<file path="config.mk">
export PLATFORM = sky130hd
export DESIGN_NAME = fabric_flow_control_message_codec
export DESIGN_NICKNAME = d
export VERILOG_FILES = /design/src/rtl/fcm_pkg.sv /design/src/rtl/fabric_flow_control_message_codec.sv
export SDC_FILE = /design/constraint.sdc
export NUM_CORES = 1
export LEC_CHECK = 0
export CAP_MARGIN = 20
export CORE_UTILIZATION = 55
export CTS_CLUSTER_SIZE = 16
export DETAILED_ROUTE_END_ITERATION = 8
export DONT_BUFFER_PORTS = 1
export PLACE_DENSITY_LB_ADDON = 0.2
export REMOVE_ABC_BUFFERS = 1
export SLEW_MARGIN = 10
export SYNTH_ARGS = -nofsm -noshare
export SYNTH_HDL_FRONTEND = slang
export SYNTH_SLANG_ARGS = --single-unit
</file>
<file path="constraint.sdc">
create_clock -name clock_in -period 5.31 [get_ports clock_in]
set_clock_uncertainty 0.05 [all_clocks]
set_input_delay 1.593 -clock clock_in [delete_from_list [all_inputs] [get_ports clock_in]]
set_output_delay 1.593 -clock clock_in [all_outputs]
set_load 0.01 [all_outputs]
</file>
<file path="src/rtl/fcm_pkg.sv">
package fcm_pkg;

  // ----------------------------------------------------------------------
  // message layout
  // ----------------------------------------------------------------------
  localparam int unsigned MSG_W = 27;
  localparam int unsigned PAY_W = 26;
  localparam int unsigned READY_BIT = 26;
  localparam logic [3:0] ST_XON = 4'hF;
  localparam logic [3:0] ST_XOFF = 4'h0;
  localparam logic [1:0] TY_UNI = 2'h0;
  localparam logic [1:0] TY_CLS = 2'h1;
  localparam logic [1:0] TY_RSV = 2'h2;
  localparam logic [1:0] TY_IDLE = 2'h3;
  localparam logic [2:0] TY_MC = 3'h4;
  localparam logic [2:0] TY_GLB = 3'h5;
  localparam logic [25:0] IDLE_PAY = 26'h3000000;

  // ----------------------------------------------------------------------
  // register map (byte offsets)
  // ----------------------------------------------------------------------
  localparam logic [7:0] OFF_CTRL = 8'h00;
  localparam logic [7:0] OFF_ARG = 8'h04;
  localparam logic [7:0] OFF_CMD = 8'h08;
  localparam logic [7:0] OFF_CLASS_TX = 8'h0C;
  localparam logic [7:0] OFF_CLASS_RD = 8'h10;
  localparam logic [7:0] OFF_STATUS = 8'h14;
  localparam logic [11:0] CTRL_RESET = 12'h000;
  localparam logic [27:0] CLASS_TX_RESET = 28'h000FFFF;
  localparam int unsigned CTRL_EGRESS = 0;
  localparam int unsigned CTRL_QMAP = 1;
  localparam int unsigned CTRL_SUBPORT = 2;
  localparam int unsigned CTRL_INDEP = 3;
  localparam int unsigned CTRL_READY = 4;
  localparam int unsigned CTRL_REFRESH = 5;
  localparam int unsigned CTRL_SEL_LSB = 8;
  localparam int unsigned CMD_XON = 3;
  localparam int unsigned CMD_SP_LSB = 4;
  localparam int unsigned CMD_MSEL = 8;
  localparam int unsigned CTX_MSEL = 20;
  localparam int unsigned CTX_SP_LSB = 24;

  // ----------------------------------------------------------------------
  // message kinds and timing
  // ----------------------------------------------------------------------
  typedef enum logic [2:0] {
    K_UNICAST = 3'h0,
    K_CLASS = 3'h1,
    K_MCAST = 3'h2,
    K_GLOBAL = 3'h3,
    K_UMAP = 3'h4,
    K_MMAP = 3'h5,
    K_IDLE = 3'h6,
    K_RSVD = 3'h7
  } kind_t;

  localparam int unsigned REFRESH_TIME_US = 100;
  localparam int unsigned CLK_FREQ_MHZ = 100;
  localparam int unsigned REFRESH_CYCLES = REFRESH_TIME_US * CLK_FREQ_MHZ;

endpackage

</file>
<file path="src/rtl/fabric_flow_control_message_codec.sv">
// Overview of operation
// - every built or parsed message is 27 bits with one ready bit
// - bit 26 carries the sender ready state, 1 means can accept data
// - unicast queue message: type 00, queue address 23:4, unused bits zero
// - queue status XON is 1111, XOFF 0000, other codes never generated
// - multicast message: type 100, zeros 22:16, subport 15:12, class 11:4
// - subport field zero on transmit and ignored on receive when disabled
// - ingress class message: type 01, subport, 4-bit group, 16-bit bitmap
// - bitmap bit i is class {group,i}, 1 means XON
// - global message type 101 carries an 8-bit shared-space code
// - global code uses 1..8 msb-aligned bits, unused low bits zero
// - queue-map unicast: type 00, 8-bit group 23:16, 16-bit bitmap
// - queue-map multicast: type 01, zeros 23:20, group 19:16, bitmap
// - queue-map mode uses only queue-map formats, type 10 reserved
// - idle sent in every tx slot when not training, no alarm and nothing pending
// - idle message is type 11 with bits 23:0 zero
// - egress class: bit 25 zero, bit 24 selects multicast when independent
// - shared class mode clears bit 24 on transmit, ignores it on receive
// - egress subport zero on transmit, ignored on receive when disabled
// - receiver keeps persistent per-class state, reset XON, class updates only
// - class message sent on class change, optional periodic refresh
// - own and link ready states start deasserted, all class states start XON
// - parity failure drops the message and forces link not ready
`timescale 1ns/1ps
`default_nettype none

module fabric_flow_control_message_codec #(
  parameter logic [19:0] UC_ADDR_MASK = 20'hFFFFF,
  parameter int unsigned GLOBAL_BITS = 8,
  parameter int unsigned REFRESH_CYCLES = fcm_pkg::REFRESH_CYCLES
) (
  input wire logic clock_in,
  input wire logic rstn_in,
  input wire logic [7:0] paddr_in,
  input wire logic psel_in,
  input wire logic penable_in,
  input wire logic pwrite_in,
  input wire logic [31:0] pwdata_in,
  output logic [31:0] prdata_out,
  output logic pready_out,
  output logic pslverr_out,
  input wire logic tx_slot_in,
  input wire logic training_in,
  input wire logic loss_of_sync_alarm_in,
  output logic [26:0] tx_msg_out,
  output logic tx_valid_out,
  input wire logic [26:0] rx_msg_in,
  input wire logic rx_valid_in,
  input wire logic rx_parity_ok_in,
  output logic link_ready_state_out,
  output logic rx_dec_valid_out,
  output logic [2:0] rx_dec_kind_out,
  output logic [7:0] rx_dec_group_out,
  output logic [19:0] rx_dec_field_out,
  output logic [3:0] rx_dec_subport_out,
  output logic rx_dec_xon_out,
  output logic rx_dec_ready_out,
  output logic rx_dec_reserved_out
);

  localparam logic [7:0] GLOBAL_MASK = 8'(16'hFF00 >> GLOBAL_BITS);

  // ----------------------------------------------------------------------
  // configuration and software state
  // ----------------------------------------------------------------------
  logic [11:0] ctrl;
  logic [23:0] tx_arg;
  logic [27:0] class_tx;
  logic [25:0] cmd_msg;
  logic cmd_pending;
  logic class_due;
  logic [31:0] refresh_cnt;
  logic [15:0] uc_class [16];
  logic [15:0] mc_class [16];

  wire logic egress = ctrl[fcm_pkg::CTRL_EGRESS];
  wire logic qmap = ctrl[fcm_pkg::CTRL_QMAP] & ~egress;
  wire logic sub_en = ctrl[fcm_pkg::CTRL_SUBPORT];
  wire logic indep = ctrl[fcm_pkg::CTRL_INDEP];
  wire logic own_ready = ctrl[fcm_pkg::CTRL_READY];
  wire logic refresh_en = ctrl[fcm_pkg::CTRL_REFRESH];
  wire logic [3:0] rd_sel = ctrl[fcm_pkg::CTRL_SEL_LSB +: 4];

  // ----------------------------------------------------------------------
  // apb decode: no wait state, yet every answer comes from a flop
  // ----------------------------------------------------------------------
  wire logic apb_setup = psel_in & ~penable_in;
  wire logic apb_done = psel_in & penable_in & pready_out;
  wire logic wr_en = apb_done & pwrite_in;
  wire logic hit_ctrl = paddr_in == fcm_pkg::OFF_CTRL;
  wire logic hit_arg = paddr_in == fcm_pkg::OFF_ARG;
  wire logic hit_cmd = paddr_in == fcm_pkg::OFF_CMD;
  wire logic hit_ctx = paddr_in == fcm_pkg::OFF_CLASS_TX;
  wire logic hit_crd = paddr_in == fcm_pkg::OFF_CLASS_RD;
  wire logic hit_sts = paddr_in == fcm_pkg::OFF_STATUS;
  wire logic addr_ok = hit_ctrl | hit_arg | hit_cmd | hit_ctx | hit_crd | hit_sts;
  wire logic [31:0] status_word = {29'h0, class_due, cmd_pending, link_ready_state_out};
  wire logic [31:0] rd_mux = hit_ctrl ? {20'h0, ctrl} :
                             hit_arg ? {8'h0, tx_arg} :
                             hit_ctx ? {4'h0, class_tx} :
                             hit_crd ? {mc_class[rd_sel], uc_class[rd_sel]} :
                             hit_sts ? status_word : 32'h0;

  // ----------------------------------------------------------------------
  // command legality per configuration
  // ----------------------------------------------------------------------
  wire logic [2:0] cmd_kind = pwdata_in[2:0];
  wire logic kind_std = (cmd_kind == fcm_pkg::K_UNICAST) | (cmd_kind == fcm_pkg::K_CLASS) |
                        (cmd_kind == fcm_pkg::K_MCAST) | (cmd_kind == fcm_pkg::K_GLOBAL);
  wire logic kind_map = (cmd_kind == fcm_pkg::K_UMAP) | (cmd_kind == fcm_pkg::K_MMAP);
  // queue-map mode refuses standard formats and vice versa
  wire logic kind_ok = egress ? (cmd_kind == fcm_pkg::K_CLASS) :
                       qmap ? kind_map : kind_std;
  wire logic cmd_refuse = pwrite_in & hit_cmd & (cmd_pending | ~kind_ok);
  wire logic next_err = ~addr_ok | cmd_refuse;
  wire logic cmd_accept = wr_en & hit_cmd & ~pslverr_out;

  // the answer is prepared in setup so the access phase sees it registered
  always_ff @(posedge clock_in or negedge rstn_in) begin
    if (!rstn_in) begin
      pready_out <= 1'b0;
      pslverr_out <= 1'b0;
      prdata_out <= 32'h0;
    end else begin
      pready_out <= apb_setup;
      pslverr_out <= apb_setup & next_err;
      prdata_out <= (apb_setup & ~pwrite_in) ? rd_mux : 32'h0;
    end
  end

  // ----------------------------------------------------------------------
  // message builder: fields from the argument register and the command
  // ----------------------------------------------------------------------
  wire logic [3:0] cmd_sp = sub_en ? pwdata_in[fcm_pkg::CMD_SP_LSB +: 4] : 4'h0;
  wire logic [3:0] cmd_st = pwdata_in[fcm_pkg::CMD_XON] ? fcm_pkg::ST_XON : fcm_pkg::ST_XOFF;
  wire logic cmd_m = indep & pwdata_in[fcm_pkg::CMD_MSEL];
  wire logic [19:0] uc_addr = tx_arg[19:0] & UC_ADDR_MASK;
  wire logic [7:0] glb_code = tx_arg[7:0] & GLOBAL_MASK;
  // both queue-map formats carry group and bitmap straight from the argument
  wire logic [25:0] pay_uni = {fcm_pkg::TY_UNI, uc_addr, cmd_st};
  wire logic [25:0] pay_cls = egress ? {1'b0, cmd_m, cmd_sp, tx_arg[19:0]} :
                              {fcm_pkg::TY_CLS, cmd_sp, tx_arg[19:0]};
  wire logic [25:0] pay_mc = {fcm_pkg::TY_MC, 7'h00, cmd_sp, tx_arg[7:0], cmd_st};
  wire logic [25:0] pay_glb = {fcm_pkg::TY_GLB, 15'h0000, glb_code};
  wire logic [25:0] pay_umap = {fcm_pkg::TY_UNI, tx_arg[23:0]};
  wire logic [25:0] pay_mmap = {fcm_pkg::TY_CLS, 4'h0, tx_arg[19:0]};
  wire logic [25:0] pay_cmd = (cmd_kind == fcm_pkg::K_UNICAST) ? pay_uni :
                              (cmd_kind == fcm_pkg::K_CLASS) ? pay_cls :
                              (cmd_kind == fcm_pkg::K_MCAST) ? pay_mc :
                              (cmd_kind == fcm_pkg::K_GLOBAL) ? pay_glb :
                              (cmd_kind == fcm_pkg::K_UMAP) ? pay_umap : pay_mmap;

  // automatic class message from the class transmit register
  wire logic [3:0] ctx_sp = sub_en ? class_tx[fcm_pkg::CTX_SP_LSB +: 4] : 4'h0;
  wire logic ctx_m = indep & class_tx[fcm_pkg::CTX_MSEL];
  wire logic [25:0] pay_auto = egress ? {1'b0, ctx_m, ctx_sp, class_tx[19:0]} :
                               {fcm_pkg::TY_CLS, ctx_sp, class_tx[19:0]};

  // ----------------------------------------------------------------------
  // transmit scheduling
  // ----------------------------------------------------------------------
  wire logic slot_go = tx_slot_in & ~training_in & ~loss_of_sync_alarm_in;
  wire logic send_cmd = slot_go & cmd_pending;
  wire logic send_cls = slot_go & ~cmd_pending & class_due & ~qmap;
  // idle fills every usable slot that nothing else claims
  wire logic [25:0] pay_out = send_cmd ? cmd_msg : send_cls ? pay_auto : fcm_pkg::IDLE_PAY;
  wire logic ctx_write = wr_en & hit_ctx;
  wire logic ctx_change = ctx_write & (pwdata_in[27:0] != class_tx);
  wire logic refresh_hit = refresh_en & (refresh_cnt >= REFRESH_CYCLES - 1);
  // a new request in the sending cycle survives: set wins over clear
  wire logic next_class_due = ((ctx_change | refresh_hit) & ~qmap) | (class_due & ~send_cls);
  wire logic next_cmd_pending = cmd_accept | (cmd_pending & ~send_cmd);

  // software registers; own ready starts deasserted
  always_ff @(posedge clock_in or negedge rstn_in) begin
    if (!rstn_in) begin
      ctrl <= fcm_pkg::CTRL_RESET;
      tx_arg <= 24'h0;
      class_tx <= fcm_pkg::CLASS_TX_RESET;
    end else begin
      if (wr_en & hit_ctrl)
        ctrl <= pwdata_in[11:0];
      if (wr_en & hit_arg)
        tx_arg <= pwdata_in[23:0];
      if (ctx_write)
        class_tx <= pwdata_in[27:0];
    end
  end

  // pending command and class update bookkeeping
  always_ff @(posedge clock_in or negedge rstn_in) begin
    if (!rstn_in) begin
      cmd_pending <= 1'b0;
      cmd_msg <= fcm_pkg::IDLE_PAY;
      class_due <= 1'b0;
    end else begin
      cmd_pending <= next_cmd_pending;
      class_due <= next_class_due;
      if (cmd_accept)
        cmd_msg <= pay_cmd;
    end
  end

  // refresh timer recovers lost class messages; restarts on every automatic class send
  always_ff @(posedge clock_in or negedge rstn_in) begin
    if (!rstn_in) begin
      refresh_cnt <= 32'h0;
    end else if (!refresh_en || refresh_hit || send_cls) begin
      refresh_cnt <= 32'h0;
    end else begin
      refresh_cnt <= refresh_cnt + 32'h1;
    end
  end

  // outgoing message register, ready bit on top
  always_ff @(posedge clock_in or negedge rstn_in) begin
    if (!rstn_in) begin
      tx_valid_out <= 1'b0;
      tx_msg_out <= {1'b0, fcm_pkg::IDLE_PAY};
    end else begin
      tx_valid_out <= slot_go;
      tx_msg_out <= {own_ready, pay_out};
    end
  end

  // ----------------------------------------------------------------------
  // receive decode
  // ----------------------------------------------------------------------
  wire logic [1:0] rx_t2 = rx_msg_in[25:24];
  wire logic rx_accept = rx_valid_in & rx_parity_ok_in;
  wire logic [2:0] rx_kind = egress ? (!rx_msg_in[25] ? fcm_pkg::K_CLASS :
                                  (rx_t2 == fcm_pkg::TY_IDLE) ? fcm_pkg::K_IDLE :
                                  fcm_pkg::K_RSVD) :
                        qmap ? ((rx_t2 == fcm_pkg::TY_UNI) ? fcm_pkg::K_UMAP :
                                (rx_t2 == fcm_pkg::TY_CLS) ? fcm_pkg::K_MMAP :
                                (rx_t2 == fcm_pkg::TY_IDLE) ? fcm_pkg::K_IDLE :
                                fcm_pkg::K_RSVD) :
                        ((rx_t2 == fcm_pkg::TY_UNI) ? fcm_pkg::K_UNICAST :
                         (rx_t2 == fcm_pkg::TY_CLS) ? fcm_pkg::K_CLASS :
                         (rx_t2 == fcm_pkg::TY_IDLE) ? fcm_pkg::K_IDLE :
                         rx_msg_in[23] ? fcm_pkg::K_GLOBAL : fcm_pkg::K_MCAST);
  wire logic rx_has_st = (rx_kind == fcm_pkg::K_UNICAST) | (rx_kind == fcm_pkg::K_MCAST);
  wire logic [3:0] rx_st = rx_msg_in[3:0];
  wire logic rx_st_bad = rx_has_st & (rx_st != fcm_pkg::ST_XON) & (rx_st != fcm_pkg::ST_XOFF);
  wire logic rx_rsv = (rx_kind == fcm_pkg::K_RSVD) | rx_st_bad;
  // in shared mode the multicast select bit is disregarded
  wire logic rx_m = egress & indep & rx_msg_in[24];
  wire logic cls_upd = rx_accept & (rx_kind == fcm_pkg::K_CLASS) & ~rx_rsv;
  wire logic uc_upd = cls_upd & ~rx_m;
  wire logic mc_upd = cls_upd & egress & (rx_m | ~indep);
  wire logic [3:0] rx_grp = rx_msg_in[19:16];
  wire logic [7:0] rx_group = (rx_kind == fcm_pkg::K_UMAP) ? rx_msg_in[23:16] :
                              ((rx_kind == fcm_pkg::K_CLASS) | (rx_kind == fcm_pkg::K_MMAP)) ?
                              {4'h0, rx_grp} : 8'h00;
  wire logic [19:0] rx_field = (rx_kind == fcm_pkg::K_UNICAST) ? rx_msg_in[23:4] :
                               (rx_kind == fcm_pkg::K_MCAST) ? {12'h000, rx_msg_in[11:4]} :
                               (rx_kind == fcm_pkg::K_GLOBAL) ? {12'h000, rx_msg_in[7:0]} :
                               ((rx_kind == fcm_pkg::K_CLASS) | (rx_kind == fcm_pkg::K_UMAP) |
                                (rx_kind == fcm_pkg::K_MMAP)) ? {4'h0, rx_msg_in[15:0]} :
                               20'h00000;
  wire logic [3:0] rx_sp = !sub_en ? 4'h0 :
                           (rx_kind == fcm_pkg::K_MCAST) ? rx_msg_in[15:12] :
                           (rx_kind == fcm_pkg::K_CLASS) ? rx_msg_in[23:20] : 4'h0;
  wire logic rx_xon = rx_has_st ? (rx_st == fcm_pkg::ST_XON) : 1'b0;

  // link ready follows only clean messages; a parity error reads as not ready
  always_ff @(posedge clock_in or negedge rstn_in) begin
    if (!rstn_in) begin
      link_ready_state_out <= 1'b0;
    end else if (rx_valid_in) begin
      link_ready_state_out <= rx_parity_ok_in & rx_msg_in[fcm_pkg::READY_BIT];
    end
  end

  // decoded message presented as a single-cycle pulse with its fields
  always_ff @(posedge clock_in or negedge rstn_in) begin
    if (!rstn_in) begin
      rx_dec_valid_out <= 1'b0;
      rx_dec_kind_out <= fcm_pkg::K_IDLE;
      rx_dec_group_out <= 8'h00;
      rx_dec_field_out <= 20'h00000;
      rx_dec_subport_out <= 4'h0;
      rx_dec_xon_out <= 1'b0;
      rx_dec_ready_out <= 1'b0;
      rx_dec_reserved_out <= 1'b0;
    end else begin
      rx_dec_valid_out <= rx_accept;
      if (rx_accept) begin
        rx_dec_kind_out <= rx_kind;
        rx_dec_group_out <= rx_group;
        rx_dec_field_out <= rx_field;
        rx_dec_subport_out <= rx_sp;
        rx_dec_xon_out <= rx_xon;
        rx_dec_ready_out <= rx_msg_in[fcm_pkg::READY_BIT];
        rx_dec_reserved_out <= rx_rsv;
      end
    end
  end

  // ----------------------------------------------------------------------
  // persistent class state, a unicast and a multicast bitmap per group, reset to XON
  // ----------------------------------------------------------------------
  for (genvar g = 0; g < 16; g++) begin : grp
    always_ff @(posedge clock_in or negedge rstn_in) begin
      if (!rstn_in) begin
        uc_class[g] <= 16'hFFFF;
        mc_class[g] <= 16'hFFFF;
      end else begin
        if (uc_upd && rx_grp == 4'(g))
          uc_class[g] <= rx_msg_in[15:0];
        if (mc_upd && rx_grp == 4'(g))
          mc_class[g] <= rx_msg_in[15:0];
      end
    end
  end
endmodule

`default_nettype wire

</file>
==> results of run 1 <==
[kinds of logic after synthesis]
logic type | count (synthesis) | synth area share
xor gates and xnor gates | 40 | 0.0103
AOI/OAI and AO/OA | 269 | 0.0575
buffers and inverters | 211 | 0.0289
other | 1 | 0.000111
and+or+nand+nor | 327 | 0.0543
adders and majority gates | 4 | 0.00148
DFF | 738 | 0.564
muxes | 733 | 0.283
[cells in the mapped netlist (8+ instances only)]
library cell	number	area share
buf_6	8	0.0027
dfrtp_1	204	0.15
nand4_1	9	0.0017
mux2_2	568	0.19
dfstp_2	534	0.41
a22oi_1	35	0.0077
or3_1	9	0.0017
xnor2_1	19	0.0049
nor4_1	13	0.0024
a31oi_1	19	0.0035
buf_1	15	0.0017
nor3_1	10	0.0015
clkbuf_1	111	0.012
a22o_1	43	0.011
nor3_2	10	0.0030
and3_1	14	0.0026
o22ai_1	12	0.0022
xor2_1	21	0.0054
nor2_1	63	0.0070
a21oi_1	62	0.0091
nand3_1	9	0.0013
nand2b_1	11	0.0020
nand3b_1	10	0.0022
mux2_4	10	0.0044
nand2_1	111	0.012
buf_4	17	0.0038
mux4_2	120	0.080
and2_1	11	0.0020
o221a_2	12	0.0040
a221o_1	14	0.0041
nor3_4	10	0.0048
nor2b_1	16	0.0030
buf_2	37	0.0055
o21ai_0	38	0.0056
inv_1	19	0.0021
mux2i_1	33	0.0097
[worst max-delay path, delay by kind of cell]
kind | cells | cell delay, ns
mux | 1 | 0.45
compound gates | 3 | 0.95
simple gates | 1 | 0.99
fa+ha+maj | 1 | 0.27
buf+inv | 1 | 0.05
[stage by stage]
step / total power [µW] / area, µm² / instances / hold WS, ns
finish: 13300 / 37300 / 3134 / 0.409
global route: 13800 / 37300 / 3133 / 0.421
CTS: 13400 / 37300 / 3131 / 0.406
detailed placement: 7610 / 34500 / 2990 / 0.381
global placement: 7530 / 34500 / 2990 / 0.392
floorplan: 7380 / 33100 / 2150 / 0.320
[sequential cells by signal, indices dropped and copies added (netlist names), 3 cells and up]
register / flops
prdata_out: 32
rx_dec_subport_out: 4
tx_msg_out: 27
rx_dec_field_out: 20
tx_arg: 24
uc_class: 256
refresh_cnt: 32
rx_dec_kind_out: 3
class_tx: 28
rx_dec_group_out: 8
mc_class: 256
ctrl: 12
cmd_msg: 26
[placed cells by master, fill, tap and decap left out, drive strengths merged, types with 10 or more instances in the layout]
cell type and n:
bufinv 10, buf 60, nor4 18, mux2 580, a21oi 62, a221o 14
nor3 30, nand3b 10, and3 14, and2 11, o221a 12, nand2 111
inv 24, a31oi 19, a22o 43, conb 18, xor2 21, xnor2 19
clkinv 11, a22oi 35, nand2b 11, mux2i 33, mux4 120, clkbuf 115
dfstp 534, o22ai 12, nor2 63, o21ai 38, dfrtp 204, nor2b 16
[routing by layer]
| metal | track usage | vias to the layer above | share of wire | routed length [µm] |
|---|---|---|---|---|
| li1 | - | 8468 | - | - |
| met1 | 0.382 | 10700 | 0.42 | 36000 |
| met2 | 0.454 | 641 | 0.49 | 41800 |
| met3 | 0.0572 | 159 | 0.060 | 5150 |
| met4 | 0.0899 | 0 | 0.030 | 2580 |
| met5 | 0 | - | 0 | 0 |
[where the power goes]
group	internal, µW	switching, µW	total [µW]
Combinational	543	299	842
Clock	3540	2230	5770
Sequential	6430	256	6680
Total	10500	2790	13300
[worst max path at each step]
| stage | endpoint | slack [ns] |
|---|---|---|
| 2_1_floorplan | cmd_msg[12] | -1.67 |
| 3_3_place_gp | uc_class[241] | 0.90 |
| 3_5_place_dp | uc_class[243] | 0.84 |
| 4_1_cts | uc_class[251] | 1.48 |
| 5_1_grt | mc_class[251] | 1.40 |
| 6_report | mc_class[243] | 1.48 |
[area by class of cell]
type,instances,share of cell area
flip-flops and latches,738,0.513
inverters,21,0.00211
multi-input cells,1391,0.372
repair buffers,60,0.0124
diodes,1,0.0000671
clock buffers,115,0.0626
well taps,782,0.0262
clock inverters,26,0.0110
==> flow_summary.toml, run 1 <==
[cells_and_area]
final_nets = 2371
final_util = 0.615
area_growth_pct = 9.99
drive_gt1_frac = 0.624
seq_area_mm2 = 0.0191
multi_input_area_mm2 = 0.0139
num-fill-cells = 4501

[logic_synthesis]
yosys_warnings = 0
avgSynthCellArea_um2 = 14.6
netlist_area_mm2 = 0.0339
synthFlopType = "dfstp_2"
synthArstFlopShare = 1.00
yosysUniqueCellTypes = 65
synth-seq-cells = 738
synth-seq-area-share = 0.564
synth_edf_count = 0
syn_inst = 2323

[floorplan]
fp-row-count = 90
pin_count = 179
die_w_um = 250
start_util = 0.559
die_h_um = 250
die_area_mm2 = 0.0627
coreArea_mm2 = 0.0607

[setup_path]
crit_path_end_kind = "flop"
regToRegSetupSlack_ns = 2.10
cp_max_fo = 16
crit_path_start_kind = "input pin"
cp.arrival_ns = 4.33
timing.critical_path.mode_cell = "a21oi_1"
path_cells = "inv_1, ha_1, a21oi_1, a21oi_1, o211ai_4, or4_1, mux2_2"
r2r_start = "ctrl[8]"
worstSetupPathType = "input pin to flop"
rr_worst_depth = 5
r2r_end = "prdata_out[27]"
critPathRequiredTime_ns = 5.80
crit_slowest_cell = "or4_1"
cpPeakStageDelay_ns = 0.99
cp-startpoint = "rx_msg_in[25]"

[sta]
final_max_slew_viol_count = 562
worstMarginPinSlew_ns = 2.77
fmax_ghz = 0.261
rsz0062_at_grt = "no"
timing.slew.headroom = -0.849
fin_crit_ns = 3.83
hold_violations = 0
worst_slack_ns = 1.48
setup_viol = 0
period_share = 0.721
final.setup.tns_ns = 0

[clock_network]
clockBufferDepth = 3
post_cts_buffers = 0
numCtsBuffers = 78
cts_resized = 0
clk_latency_ns = 0.62
ctsHoldBuffers = 0
clkTransAtPathRegs_ns = 0.06
ctsRootBufferMaster = "clkbuf_16"
cts_tree = "built"
htree_levels = 3
cts_sinks = 738

[job]
cap_violations = 0

[place]
portBuffers = 0
pre_cts_ws_ns = 0.838
place.gp.congestion = 0.904
hpwl_um = 54000

[grt]
grt-ovfl-total = 0
grt_max_degree = 739
antenna_found_initial = 1
grt_pass1_wl_um = 132000
grt_pass1_vias = 21100
groute.usage.overall = 0.281

[min_path]
whs_endpoint = "tx_msg_out[26]"
hp-class = "flop to flop"
holdPathStages = 0
hold_start = "ctrl[4]"

[pwr]
p_per_area_mw_per_mm2 = 357
irDropWorstVdd_mv = 0.254
leakage_uw = 0.0152

[route]
firstDrtPassIters = 5
vias_per_cell = 6.38
drt-total-wl_um = 85500
ant_nets = 0
drtIter0Drc = 1636
via_count = 20000
drc = 0
avgRoutedWirePerCell_um = 27.3

[outcome]
status = "complete, but fails checks"
violations = "max-slew violations"
Note: power is estimated with default switching activity, not from simulation.
==> inputs of run 2 (changes only) <==
--- a/config.mk
+++ b/config.mk
@@ -5,6 +5,7 @@
 export SDC_FILE = /design/constraint.sdc
 export NUM_CORES = 1
 export LEC_CHECK = 0
+export ABC_AREA = 1
 export CAP_MARGIN = 20
 export CORE_UTILIZATION = 55
 export CTS_CLUSTER_SIZE = 16
==> constraint.sdc (replaced) <==
create_clock -name clock_in -period 3.4 [get_ports clock_in]
set_clock_uncertainty 0.05 [all_clocks]
set_input_delay 1.02 -clock clock_in [delete_from_list [all_inputs] [get_ports clock_in]]
set_output_delay 1.02 -clock clock_in [all_outputs]
set_load 0.01 [all_outputs]
==> run 2 against run 1 <==
Net effect:
- the flow finishes with violations (max-slew violations, negative setup slack)
- largest power group unchanged
- register-to-register slack worse by 1.3 ns
- first-iteration DRC count increased by 86%
- count of clock-buffer cells in the layout rose by 6
==> flow_summary.toml, run 2 <==
[route]
vias_per_cell = 5.73
firstDrtPassIters = 5
via_count = 30100
avgRoutedWirePerCell_um = 20.2
drtIter0Drc = 3038
ant_nets = 0
drc = 0
drt-total-wl_um = 106000

[cells_and_area]
fin_area_mm2 = 0.0390
antenna_cells = 0
seq_area_mm2 = 0.0191
drive_gt1_frac = 0.182
largest_registers = "mc_class (256), uc_class (256)"
final_common_cell = "nand2_1"
final_util = 0.605
multi_input_area_mm2 = 0.0144
final_cell_mix = "1,391 x nand2_1, 773 x o21ai_0, 534 x dfstp_2"
num-fill-cells = 5760
final_nets = 4411
area_growth_pct = 8.77

[floorplan]
die_w_um = 257
start_util = 0.556
die_h_um = 257
coreArea_mm2 = 0.0645
die_area_mm2 = 0.0662
pin_count = 179
fp-row-count = 93

[setup_path]
crit_path_start_kind = "input pin"
worstSetupPathType = "input pin to async pin"
critPathRequiredTime_ns = 2.71
cp.arrival_ns = 3.84
crit_path_end_kind = "async pin"
cp_max_fo = 738

[clock_network]
cts_tree = "built"
post_cts_buffers = 0
cts_sinks = 738
htree_levels = 3
clockBufferDepth = 3
clk_latency_ns = 0.64
clkTransAtPathRegs_ns = 0.06
ctsHoldBuffers = 0
cts_resized = 0
ctsRootBufferMaster = "clkbuf_16"
numCtsBuffers = 78

[logic_synthesis]
syn_inst = 4492
synthTopCellsByArea = "dfstp_2 39%, nand2_1 15%, dfrtp_1 14%"
netlist_area_mm2 = 0.0358
synthTopCellsByCount = "1,391 x nand2_1, 773 x o21ai_0, 534 x dfstp_2"
synthDominantCellAreaShare = 0.392
yosysTopAreaCell = "dfstp_2"
synth-seq-area-share = 0.534
synth-seq-cells = 738
synthArstFlopShare = 1.00
synthFlopType = "dfstp_2"
yosys_warnings = 0
synth_edf_count = 0
yosysMostFrequentCell = "nand2_1"
yosysUniqueCellTypes = 47
avgSynthCellArea_um2 = 7.98

[grt]
grtUsageMet1 = 0.450
use_met2 = 0.501
grt.busiest_layer = "met2"
groute.usage.overall = 0.320
grt_max_degree = 739
grt_pass1_wl_um = 166000
grt-ovfl-total = 0
use_met3 = 0.0494
antenna_found_initial = 0
grt_pass1_vias = 28300

[job]
cap_violations = 0

[sta]
worst_slack_ns = -1.14
fmax_ghz = 0.220
fin_crit_ns = 4.54
final_max_slew_viol_count = 658
rsz0062_at_grt = "no"
hold_violations = 0
timing.slew.headroom = -2.78
worstMarginPinSlew_ns = 5.67
holdWs_ns = 0.216
period_share = 1.33
setup_viol = 31

[place]
postPlaceCellArea_mm2 = 0.0363
portBuffers = 0
hpwl_um = 63100
place.gp.congestion = 0.924

[outcome]
violations = "max-slew violations, negative setup slack"
status = "complete, but fails checks"

[pwr]
p_per_area_mw_per_mm2 = 488
irDropWorstVdd_mv = 0.439
leakage_uw = 0.0180
finalPower_uw = 19000

[min_path]
hp-class = "input pin to async pin"
-- run 2: cell count changes in the layout (fill, tap and decap cells not counted), sizes merged, moves of 25 or more --
cell	change
nand2	+1283
o21ai	+857
mux2	-579
nor2	+301
inv	+224
nand3	+215
mux4	-120
a21oi	+62
a22o	-43
a22oi	-30
mux2i	-29
buf	+25
-- run 2: cells by family after synthesis --
kind of cell / Yosys count / synth area share
compound gates: 1096 / 0.158
xor+xnor: 28 / 0.00684
fa+ha+maj: 4 / 0.00140
buf+inv: 591 / 0.0674
flops: 738 / 0.534
mux: 5 / 0.00143
other cells: 1 / 0.000105
simple gates: 2029 / 0.231
-- run 2: where the power goes --
| group | internal, µW | switching [µW] | total, µW |
|---|---|---|---|
| registers | 9320 | 178 | 9490 |
| logic | 255 | 500 | 755 |
| clock network | 5190 | 3590 | 8790 |
-- run 2: final cells by class --
class	instances	share of cell area
timing repair buffer	85	0.0212
clock buffer	121	0.0610
inverter	247	0.0239
tap	855	0.0274
sequential	738	0.491
multi-input combinational	3180	0.369
clock inverter	20	0.00658
-- run 2: worst paths after layout --
kind | cells past startpoint | startpoint | slack (ns) | end
worst max-delay path | 0 | rstn_in | -1.14 | class_tx[19]
worst min-delay path | 0 | rstn_in | 0.22 | prdata_out[30]
worst min register to register | 0 | ctrl[4] | 0.40 | tx_msg_out[26]
worst max register to register | 9 | ctrl[0] | 0.85 | uc_class[123]
max in group clock_in | 11 | rx_msg_in[24] | 0.78 | uc_class[245]
min in group clock_in | 0 | ctrl[4] | 0.40 | tx_msg_out[26]
-- run 2: metal layers --
layer,wire (µm),vias to the layer above
li1,-,14200
met1,45100,14500
met2,49100,1164
met3,7660,229
met4,4050,0
met5,0,-
-- run 2: through the flow --
| stage | setup TNS [ns] | instances | setup WS [ns] |
|---|---|---|---|
| floorplan | -1446.65 | 4165 | -7.07 |
| global placement | 0 | 5105 | 0.240 |
| detailed placement | 0 | 5105 | 0.179 |
| CTS | 0 | 5246 | 0.819 |
| global route | 0 | 5246 | 0.625 |
| finish | -23.44 | 5246 | -1.14 |
